### config.mk
export PLATFORM = sky130hd
export DESIGN_NAME = tcsm_mapper
export DESIGN_NICKNAME = d
export VERILOG_FILES = /design/src/design/tcsm_pkg.sv /design/src/design/tcsm_fifo.sv /design/src/design/tcsm_mapper.sv
export SDC_FILE = /design/constraint.sdc
export NUM_CORES = 1
export LEC_CHECK = 0
export ABC_AREA = 1
export ABC_CLOCK_PERIOD_IN_PS = 5800
export BUFFER_PORTS_ARGS = -buffer_cell sky130_fd_sc_hd__buf_2
export CAP_MARGIN = 20
export CELL_PAD_IN_SITES_DETAIL_PLACEMENT = 1
export CELL_PAD_IN_SITES_GLOBAL_PLACEMENT = 2
export CORE_AREA = 2 2 239 241
export DETAILED_ROUTE_END_ITERATION = 16
export DIE_AREA = 0 0 241 243
export PLACE_DENSITY_LB_ADDON = 0.25
export SLEW_MARGIN = 20
export SYNTH_ARGS = -nofsm -noshare
export SYNTH_HDL_FRONTEND = slang
export SYNTH_SLANG_ARGS = --single-unit
export TNS_END_PERCENT = 50
### constraint.sdc
create_clock -name i_clk -period 5.8 [get_ports i_clk]
set_clock_uncertainty 0.15 [all_clocks]
set_input_delay 0.87 -clock i_clk [delete_from_list [all_inputs] [get_ports i_clk]]
set_output_delay 0.87 -clock i_clk [all_outputs]
set_load 0.02 [all_outputs]
### src/design/tcsm_pkg.sv
package tcsm_pkg;

    // Register locations inside control page 0.
    localparam logic [7:0] TCSM_PAGE_CFG = 8'h00;
    localparam logic [7:0] TCSM_OFS_CH4 = 8'h0e;
    localparam logic [7:0] TCSM_OFS_CH5 = 8'h0f;
    localparam logic [7:0] TCSM_OFS_CH6 = 8'h10;

    // Reset values of the three slot registers.
    localparam logic [7:0] TCSM_RST_CH4 = 8'h03;
    localparam logic [7:0] TCSM_RST_CH5 = 8'h04;
    localparam logic [7:0] TCSM_RST_CH6 = 8'h05;

    // Field layout of a slot register.
    localparam int TCSM_LINE_BIT = 6;
    localparam int TCSM_SLOT_MSB = 5;
    localparam int TCSM_SLOT_W = 6;
    localparam logic [7:0] TCSM_WR_MASK = 8'h7f;

    // Slots per half-frame in two-half framing.
    localparam logic [5:0] TCSM_HALF_SLOTS = 6'h20;
    localparam int TCSM_NUM_CH = 3;
    localparam int TCSM_SAMPLE_W = 32;

    // Frame formats of the serial audio port.
    typedef enum logic [1:0] {
        TCSM_FMT_TDM = 2'h0,
        TCSM_FMT_I2S = 2'h1,
        TCSM_FMT_LEFT_JUSTIFIED = 2'h2
    } tcsm_fmt_t;

    // Control port access.
    typedef struct packed {
        logic wr;
        logic rd;
        logic [7:0] page;
        logic [7:0] addr;
        logic [7:0] wdata;
    } tcsm_ctl_req_t;

    // One sample entering the mapper.
    typedef struct packed {
        logic [1:0] chan;
        logic [TCSM_SAMPLE_W-1:0] data;
    } tcsm_sample_t;

    // Placement of one sample in the outgoing frame.
    typedef struct packed {
        logic line_sel;
        logic right_half;
        logic [5:0] slot;
        logic [TCSM_SAMPLE_W-1:0] data;
    } tcsm_placed_t;

endpackage

### src/design/tcsm_fifo.sv
`timescale 1ns/1ps
module tcsm_fifo #(
    parameter int WIDTH = 8,
    parameter int DEPTH = 16
) (
    input wire logic i_clk,
    input wire logic i_sys_rst,
    input wire logic i_in_valid,
    output logic o_in_ready,
    input wire logic [WIDTH-1:0] i_in_data,
    output logic o_out_valid,
    input wire logic i_out_ready,
    output logic [WIDTH-1:0] o_out_data
);
    localparam int AW = $clog2(DEPTH);

    logic [WIDTH-1:0] mem_ff [DEPTH];
    logic [AW-1:0] wp_ff, nxt_wp;
    logic [AW-1:0] rp_ff, nxt_rp;
    logic [AW:0] cnt_ff, nxt_cnt;
    logic push, pop;

    // Full and empty come straight from the occupancy count.
    always_comb begin
        o_in_ready = (cnt_ff != AW'(0) + (AW+1)'(DEPTH)) ;
        o_out_valid = (cnt_ff != '0);
        o_out_data = mem_ff[rp_ff];
        push = i_in_valid && o_in_ready;
        pop = o_out_valid && i_out_ready;
        nxt_wp = push ? wp_ff + AW'(1) : wp_ff;
        nxt_rp = pop ? rp_ff + AW'(1) : rp_ff;
        nxt_cnt = cnt_ff + (AW+1)'(push) - (AW+1)'(pop);
    end

    // Storage has no reset; only the pointers and the occupancy count need a known value.
    always_ff @(posedge i_clk) begin
        if (push) begin
            mem_ff[wp_ff] <= i_in_data;
        end
        if (i_sys_rst) begin
            wp_ff <= '0;
            rp_ff <= '0;
            cnt_ff <= '0;
        end else begin
            wp_ff <= nxt_wp;
            rp_ff <= nxt_rp;
            cnt_ff <= nxt_cnt;
        end
    end
endmodule

### src/design/tcsm_mapper.sv
`timescale 1ns/1ps
// Overview of operation
// - Line bit routes to primary or secondary.
// - TDM slot equals 6-bit field value.
// - Two-half framing: 0..31 is left slot.
// - Two-half framing: 32..63 is right, minus 32.
// - Channel 4 register at 0x0E resets 3.
// - Channel 5 register at 0x0F resets 4.
// - Channel 6 register at 0x10 resets 5.
module tcsm_mapper
    import tcsm_pkg::*;
#(
    parameter int FIFO_DEPTH = 16
) (
    input wire logic i_clk,
    input wire logic i_sys_rst,
    input wire tcsm_ctl_req_t i_ctl,
    output logic [7:0] o_ctl_rdata,
    output logic o_ctl_rvalid,
    input wire tcsm_fmt_t i_fmt,
    input wire logic i_smp_valid,
    output logic o_smp_ready,
    input wire tcsm_sample_t i_smp,
    output logic o_out_valid,
    input wire logic i_out_ready,
    output tcsm_placed_t o_out
);

    ////////////////////////////////////////////////////////////////////////
    // Slot configuration registers.

    logic [7:0] cfg_ff [TCSM_NUM_CH];
    logic [7:0] nxt_cfg [TCSM_NUM_CH];
    logic [7:0] rdata_ff, nxt_rdata;
    logic rvalid_ff, nxt_rvalid;
    logic pg_hit;

    localparam logic [7:0] OFS [TCSM_NUM_CH] =
        '{TCSM_OFS_CH4, TCSM_OFS_CH5, TCSM_OFS_CH6};
    localparam logic [7:0] RST [TCSM_NUM_CH] =
        '{TCSM_RST_CH4, TCSM_RST_CH5, TCSM_RST_CH6};

    assign pg_hit = (i_ctl.page == TCSM_PAGE_CFG);

    // Writes keep bit 7 cleared so it always reads back as zero.
    always_comb begin
        nxt_rdata = 8'h00;
        nxt_rvalid = i_ctl.rd;
        for (int k = 0; k < TCSM_NUM_CH; k++) begin
            nxt_cfg[k] = cfg_ff[k];
            if (i_ctl.wr && pg_hit && i_ctl.addr == OFS[k]) begin
                nxt_cfg[k] = i_ctl.wdata & TCSM_WR_MASK;
            end
            if (i_ctl.rd && pg_hit && i_ctl.addr == OFS[k]) begin
                nxt_rdata = cfg_ff[k] & TCSM_WR_MASK;
            end
        end
    end

    // Reset values per channel; unmapped reads answer zero.
    always_ff @(posedge i_clk) begin
        for (int k = 0; k < TCSM_NUM_CH; k++) begin
            if (i_sys_rst) begin
                cfg_ff[k] <= RST[k];
            end else begin
                cfg_ff[k] <= nxt_cfg[k];
            end
        end
        if (i_sys_rst) begin
            rdata_ff <= 8'h00;
            rvalid_ff <= 1'b0;
        end else begin
            rdata_ff <= nxt_rdata;
            rvalid_ff <= nxt_rvalid;
        end
    end

    assign o_ctl_rdata = rdata_ff;
    assign o_ctl_rvalid = rvalid_ff;

    ////////////////////////////////////////////////////////////////////////
    // Sample buffer; back-pressure from the frame side stalls the source.

    logic fifo_valid;
    logic fifo_pop;
    tcsm_sample_t fifo_data;

    tcsm_fifo #(
        .WIDTH($bits(tcsm_sample_t)),
        .DEPTH(FIFO_DEPTH)
    ) u_fifo (
        .i_clk(i_clk),
        .i_sys_rst(i_sys_rst),
        .i_in_valid(i_smp_valid),
        .o_in_ready(o_smp_ready),
        .i_in_data(i_smp),
        .o_out_valid(fifo_valid),
        .i_out_ready(fifo_pop),
        .o_out_data(fifo_data)
    );

    ////////////////////////////////////////////////////////////////////////
    // Placement stage: one registered output word.

    tcsm_placed_t out_ff, nxt_out;
    logic ovalid_ff, nxt_ovalid;
    logic [7:0] sel_cfg;
    logic [5:0] fld;

    // Stage accepts a new sample when empty or being drained.
    assign fifo_pop = !ovalid_ff || i_out_ready;

    // Channel codes 0..2 are channels 4..6; code 3 falls back to channel 4.
    always_comb begin
        sel_cfg = (fifo_data.chan < 2'(TCSM_NUM_CH)) ?
            cfg_ff[fifo_data.chan] : cfg_ff[0];
        fld = sel_cfg[TCSM_SLOT_MSB:0];
        nxt_out = out_ff;
        nxt_ovalid = ovalid_ff && !i_out_ready;
        if (fifo_pop && fifo_valid) begin
            nxt_ovalid = 1'b1;
            nxt_out.data = fifo_data.data;
            nxt_out.line_sel = sel_cfg[TCSM_LINE_BIT];
            if (i_fmt == TCSM_FMT_TDM) begin
                nxt_out.right_half = 1'b0;
                nxt_out.slot = fld;
            end else if (fld < TCSM_HALF_SLOTS) begin
                nxt_out.right_half = 1'b0;
                nxt_out.slot = fld;
            end else begin
                nxt_out.right_half = 1'b1;
                nxt_out.slot = fld - TCSM_HALF_SLOTS;
            end
        end
    end

    // The held word stays put while the frame side stalls.
    always_ff @(posedge i_clk) begin
        if (i_sys_rst) begin
            out_ff <= '0;
            ovalid_ff <= 1'b0;
        end else begin
            out_ff <= nxt_out;
            ovalid_ff <= nxt_ovalid;
        end
    end

    assign o_out_valid = ovalid_ff;
    assign o_out = out_ff;

endmodule

==> results of run 1 <==
power groups by stage:
stage | Combinational (mW) | Clock (mW) | Sequential [mW]
3_5_place_dp | 3.62 | 0 | 5.55
4_1_cts | 3.64 | 4.35 | 5.45
2_1_floorplan | 2.39 | 0 | 5.58
5_1_grt | 4.03 | 4.51 | 5.49
3_3_place_gp | 3.49 | 0 | 5.53
6_report | 3.61 | 4.28 | 5.45
routing by layer:
metal	global-route usage	up-vias	share of wire
met2	0.402	409	0.49
met1	0.314	8519	0.43
met5	0	-	0.00060
li1	-	7626	-
met3	0.0382	139	0.042
met4	0.0828	6	0.029
layout make-up:
type / count / area share
clock inverter: 26 / 0.00765
tap: 756 / 0.0333
timing repair buffer: 148 / 0.0320
sequential: 631 / 0.636
multi-input combinational: 1181 / 0.205
inverter: 125 / 0.0168
clock buffer: 100 / 0.0695
antenna: 2 / 0.000176
cells in the mapped netlist, drive strengths merged:
| cell | instances | area, um^2 |
|---|---|---|
| o21a | 1 | 7.51 |
| nand4 | 4 | 25.0 |
| nand3 | 62 | 320 |
| buf | 43 | 279 |
| nand2 | 118 | 455 |
| xor2 | 1 | 8.76 |
| edfxtp | 544 | 16300 |
| fa | 1 | 20.0 |
| nor3 | 5 | 25.0 |
| a21oi | 36 | 180 |
| clkinv | 1 | 3.75 |
| inv | 124 | 465 |
| ha | 11 | 138 |
| dfxtp | 87 | 1740 |
| clkbuf | 90 | 340 |
| o22ai | 132 | 826 |
| nor2 | 404 | 1520 |
| o221ai | 29 | 254 |
| a211oi | 6 | 45.0 |
| conb | 1 | 3.75 |
| nor4 | 2 | 12.5 |
| o211ai | 8 | 60.1 |
| o21ai | 359 | 1800 |
| a31o | 1 | 8.76 |
registers in the layout, indices dropped and copies added, names as in the netlist, named ones only:
| name | count |
|---|---|
| o_ctl_rdata | 7 |
| u_fifo.wp_ff | 4 |
| u_fifo.cnt_ff | 5 |
| u_fifo.rp_ff | 4 |
| u_fifo.mem_ff | 544 |
| o_out_valid | 1 |
| o_ctl_rvalid | 1 |
| o_out | 40 |
| cfg_ff | 21 |
worst reg2reg max path: cells and delay by family, from the launching register on:
kind	cells	cell delay [ns]
flops	1	0.52
buf+inv	2	1.33
simple gates	9	1.11
compound gates	1	0.19
layout by cell type, fill, tap and decap left out, types with 56 or more instances in the layout:
cell	instances
inv_1	118
edfxtp_1	544
clkbuf_16	72
o21ai_0	303
o21ai_1	56
nor2_1	388
nand2_1	114
buf_2	114
nand3_1	60
o22ai_1	132
dfxtp_1	83
metrics by stage:
step | util | cells
2_1_floorplan | - | 2070
3_3_place_gp | 0.468 | 2838
3_5_place_dp | 0.468 | 2839
4_1_cts | 0.507 | 2965
5_1_grt | 0.508 | 2968
6_report | 0.508 | 2969
logic make-up (layout without fill, tap and decap cells):
group	Yosys count	in the layout	synth area share
AND/OR/NAND/NOR	595	595	0.0947
XOR/XNOR	1	1	0.000352
adder cells (fa/ha/maj)	12	12	0.00634
flip-flops	631	631	0.727
buffers and inverters	258	399	0.0438
AO/OA/AOI/OAI	572	572	0.128
other	1	3	0.000151
final timing paths:
check	from	to	depth (start not counted)
worst max-delay path	register	o_out[35]	12
worst min-delay path	o_out[32]	o_out[32]	2
worst max register to register	register	o_out[35]	12
worst min register to register	o_out[32]	o_out[32]	2
==> flow_summary.toml, run 1 <==
[run_status]
status = "completed"

[pwr]
intPower_mw = 8.78
seq_power_share = 0.408
power.total_mw = 13.3
p_leak_nw = 10.1
vdd_drop_max_mv = 0.328
switching_share = 0.342
clockPowerShare = 0.321
comb_power_share = 0.271
powerDensity_mw_per_mm2 = 469
switchingPower_mw = 4.56

[worst_setup_path]
endpoint_kind = "register"
cp_common_cell = "nand3_1"
crit_fanout = 102
critPathLaunchType = "register"
critPathKind = "register to register"
cp.required_ns = 6.17
path_delay_family = "buffers and inverters"
worst_ep_arrival_time_ns = 3.75
slowest_delay_ns = 0.66
crit_buf_inv = 2
r2r_slack_ns = 2.42
slowest_stage = "inv_6"
path_cells = "inv_6, buf_4, nand2_1, nand3_1, nand3_1, nand3_2, nand2_4, nand2_2, nand2_2, nand2_1, nand3_1, a21oi_1"

[final_layout]
ff_latch_area_mm2 = 0.0181
nets = 2234
fin_area_mm2 = 0.0284
multiInputGateArea_mm2 = 0.00583
fillCellCount = 5844
drive_gt1_frac = 0.125
area_delta_synth_final_pct = 14.4

[floorplan]
die-area_mm2 = 0.0586
initial_core_util = 0.444
die_y_um = 243
core_area_mm2 = 0.0560
ioPinCount = 117
rows = 87
fp.dieW_um = 241

[place]
globalplace.congestion = 0.761
port_buffers = 114
place_ws_ns = 2.21
placed_area_mm2 = 0.0262
dp_hpwl_mm = 37.1

[timing]
tightest_slew_ns = 1.16
slew_headroom = 0.226
hold-worst-slack_ns = 0.314
hold_viol_final = 0
timing.final.ws_setup_ns = 2.42
drv_slew = 0
rsz0062_at_grt = "no"
max_freq_mhz = 296
final.min_clock_period_ns = 3.38
setup_tns_ns = 0
post-route-period-util = 0.583
finalSetupViolations = 0

[logic_synthesis]
synth.distinct_cells = 34
yosysWarnings = 0
ys_seq_area_frac = 0.727
synth-seq-cells = 631
avgSynthCellArea_um2 = 12.0
syn_inst = 2070
synth_area_mm2 = 0.0249
syn-num-nets = 2148

[global_route]
grt_max_degree = 158
grt_use_total = 0.239
antenna_found_initial = 5
grt_overflow = 0
first_global_vias = 17567
grt_pass1_wl_mm = 105

[detailed_routing]
drtPass1Iterations = 5
drt-total-wl_mm = 69.4
first_iter_violations = 1287
via_per_inst = 5.62
drtAntennaViolNets = 0
post-route-drc-count = 0
vias = 16699
post_drt_wl_per_cell_um = 23.4

[clock_tree]
clk_latency_ns = 0.60
tritoncts = "done"
cts_resized = 0
path_clk_slew_ns = 0.06
cts_hold_buf = 0
cts_root_buffer = "clkbuf_16"
cts_buffer_depth = 3
cts_htree_levels = 3
cts_buffers = 69
post_cts.repair.setup_buffers = 0
clock_sinks = 631

[hold_path]
hp-class = "register to register"

[run]
cap_violations = 0
No activity file was read; power rests on OpenSTA's default activity.
==> inputs of run 2 (changes only) <==
Settings changed: ABC_CLOCK_PERIOD_IN_PS 5800 to 3400, CORE_AREA 2 2 239 241 to 2 2 247 249, DIE_AREA 0 0 241 243 to 0 0 249 251.
Clock period 5.8 ns to 3.4 ns, I/O delays scaled along.
==> run 2 against run 1 <==
  * Clock-buffer cell count shrank 8
  * Fmax grew 19%
  * Global-route usage shrank 1.6 points
  * Non-clock buffer count grew 10
  * Critical path depth shrank 2
  * Clock power grew 62%
  * Sequential share of layout area shrank 0.36 points
  * Cell count grew 1.2%
  * Total power grew 69%
  * Utilization shrank 3.0 points
  * Cell area grew 0.56%
  * Critical path type unchanged
  * Largest power group unchanged
  * Highest routed layer unchanged
==> flow_summary.toml, run 2 (synthesis results as in run 1) <==
[run_status]
status = "completed"

[global_route]
grt_pass1_wl_mm = 105
first_global_vias = 17194
met3_usage = 0.0373
antenna_found_initial = 6
grt_max_degree = 157
grt_util_met1 = 0.300
grt_overflow = 0
busiest_layer = "met2"
use_met2 = 0.367
grt_use_total = 0.223

[final_layout]
fin_area_mm2 = 0.0286
top_register = "u_fifo.mem_ff"
stdcell_count = 3004
nets = 2243
area_delta_synth_final_pct = 15.0
final_cell_mix = "edfxtp_1 (544), nor2_1 (388), o21ai_0 (303)"
finish.utilization = 0.478
largest_register_ffs = 544
fillCellCount = 6186
drive_gt1_frac = 0.128
final_common_cell = "edfxtp_1"

[timing]
tightest_slew_ns = 0.849
max_freq_mhz = 352
post-route-period-util = 0.836
rsz0062_at_grt = "no"
final.min_clock_period_ns = 2.84
hold_viol_final = 0
setup_tns_ns = 0
drv_slew = 0
slew_headroom = 0.434
finalSetupViolations = 0

[floorplan]
initial_core_util = 0.416
rows = 90
fp.dieW_um = 249
core_area_mm2 = 0.0598
die-area_mm2 = 0.0625
die_y_um = 251
ioPinCount = 117

[clock_tree]
cts_resized = 0
cts_hold_buf = 1
tritoncts = "done"
cts_buffer_depth = 3
cts_buffers = 68
cts_htree_levels = 3
cts_root_buffer = "clkbuf_16"
path_clk_slew_ns = 0.06
clk_latency_ns = 0.60
post_cts.repair.setup_buffers = 0
clock_sinks = 631

[detailed_routing]
drtAntennaViolNets = 0
post_drt_wl_per_cell_um = 23.2
drt-total-wl_mm = 69.8
drtPass1Iterations = 5
first_iter_violations = 1232
via_per_inst = 5.58
vias = 16770
post-route-drc-count = 0

[place]
dp_hpwl_mm = 36.8
dp.cells = 2875
placed_area_mm2 = 0.0265
port_buffers = 114
globalplace.congestion = 0.786

[pwr]
p_leak_nw = 10.1
powerDensity_mw_per_mm2 = 787
vdd_drop_max_mv = 0.481
power.total_mw = 22.5

[worst_setup_path]
slowest_delay_ns = 0.60
cp.required_ns = 3.76
crit_fanout = 30
critPathLaunchType = "register"
worst_ep_arrival_time_ns = 3.20
path_cells = "clkinv_2, nand3_1, nand3_1, nand3_1, nand2_1, nand2_2, nand2_2, nand2_1, nand3_1, a21oi_1"
slowest_stage = "dfxtp_4"
critPathKind = "register to register"
cp_common_cell = "nand3_1"
endpoint_kind = "register"

[hold_path]
hp-class = "input port to register"

[run]
cap_violations = 0
==> run 2: changes by cell type in the layout (fill, tap and decap cells not counted), moves of 2 or more <==
cell | previous run | this run
buf_12 | 2 | 19
clkinv_2 | 8 | 15
buf_4 | 29 | 23
clkbuf_1 | 21 | 18
clkbuf_16 | 72 | 69
diode_2 | 2 | 5
buf_16 | 3 | 1
clkbuf_8 | 7 | 5
clkinv_4 | 0 | 2
==> run 2: through the flow <==
step	hold WS, ns	worst slack, ns
2_1_floorplan	0.279	0.180
3_3_place_gp	0.293	0.629
3_5_place_dp	0.298	0.568
4_1_cts	0.00968	0.539
5_1_grt	0.0288	0.308
6_report	0.0435	0.556
==> run 2: critical path: cells and delay by family (launching register included) <==
family,cells,cell delay (ns)
flops,1,0.60
compound gates,1,0.17
simple gates,8,1.36
buf+inv,1,0.46
==> run 2: power by group <==
group | total [mW] | internal [mW] | switching (mW)
Combinational | 6.38 | 1.91 | 4.47
Sequential | 9.22 | 8.89 | 0.326
Clock | 6.92 | 4.00 | 2.93
==> run 2: routing by layer <==
layer | up-vias | wire (um)
li1 | 7646 | -
met1 | 8532 | 31100
met2 | 479 | 33100
met3 | 111 | 3830
met4 | 2 | 1700
met5 | - | 17
==> run 2: path summary, 6_finish.rpt <==
kind | start | end | slack (ns) | cells past startpoint
hold / removal | i_ctl[0] | cfg_ff[0][0] | 0.04 | 3
hold reg to reg | cfg_ff[2][2] | cfg_ff[2][2] | 0.31 | 2
setup / recovery | register | o_out[34] | 0.56 | 10
setup reg to reg | register | o_out[34] | 0.56 | 10
==> run 2: area by class of cell <==
type / count / area, um^2 / share of cell area
flip-flops and latches: 631 / 18100 / 0.632
multi-input cells: 1181 / 5830 / 0.204
clock buffers: 92 / 1860 / 0.0651
repair buffers: 158 / 1160 / 0.0406
well taps: 782 / 978 / 0.0342
inverters: 125 / 475 / 0.0166
clock inverters: 30 / 203 / 0.00709
diodes: 5 / 12.5 / 0.000437
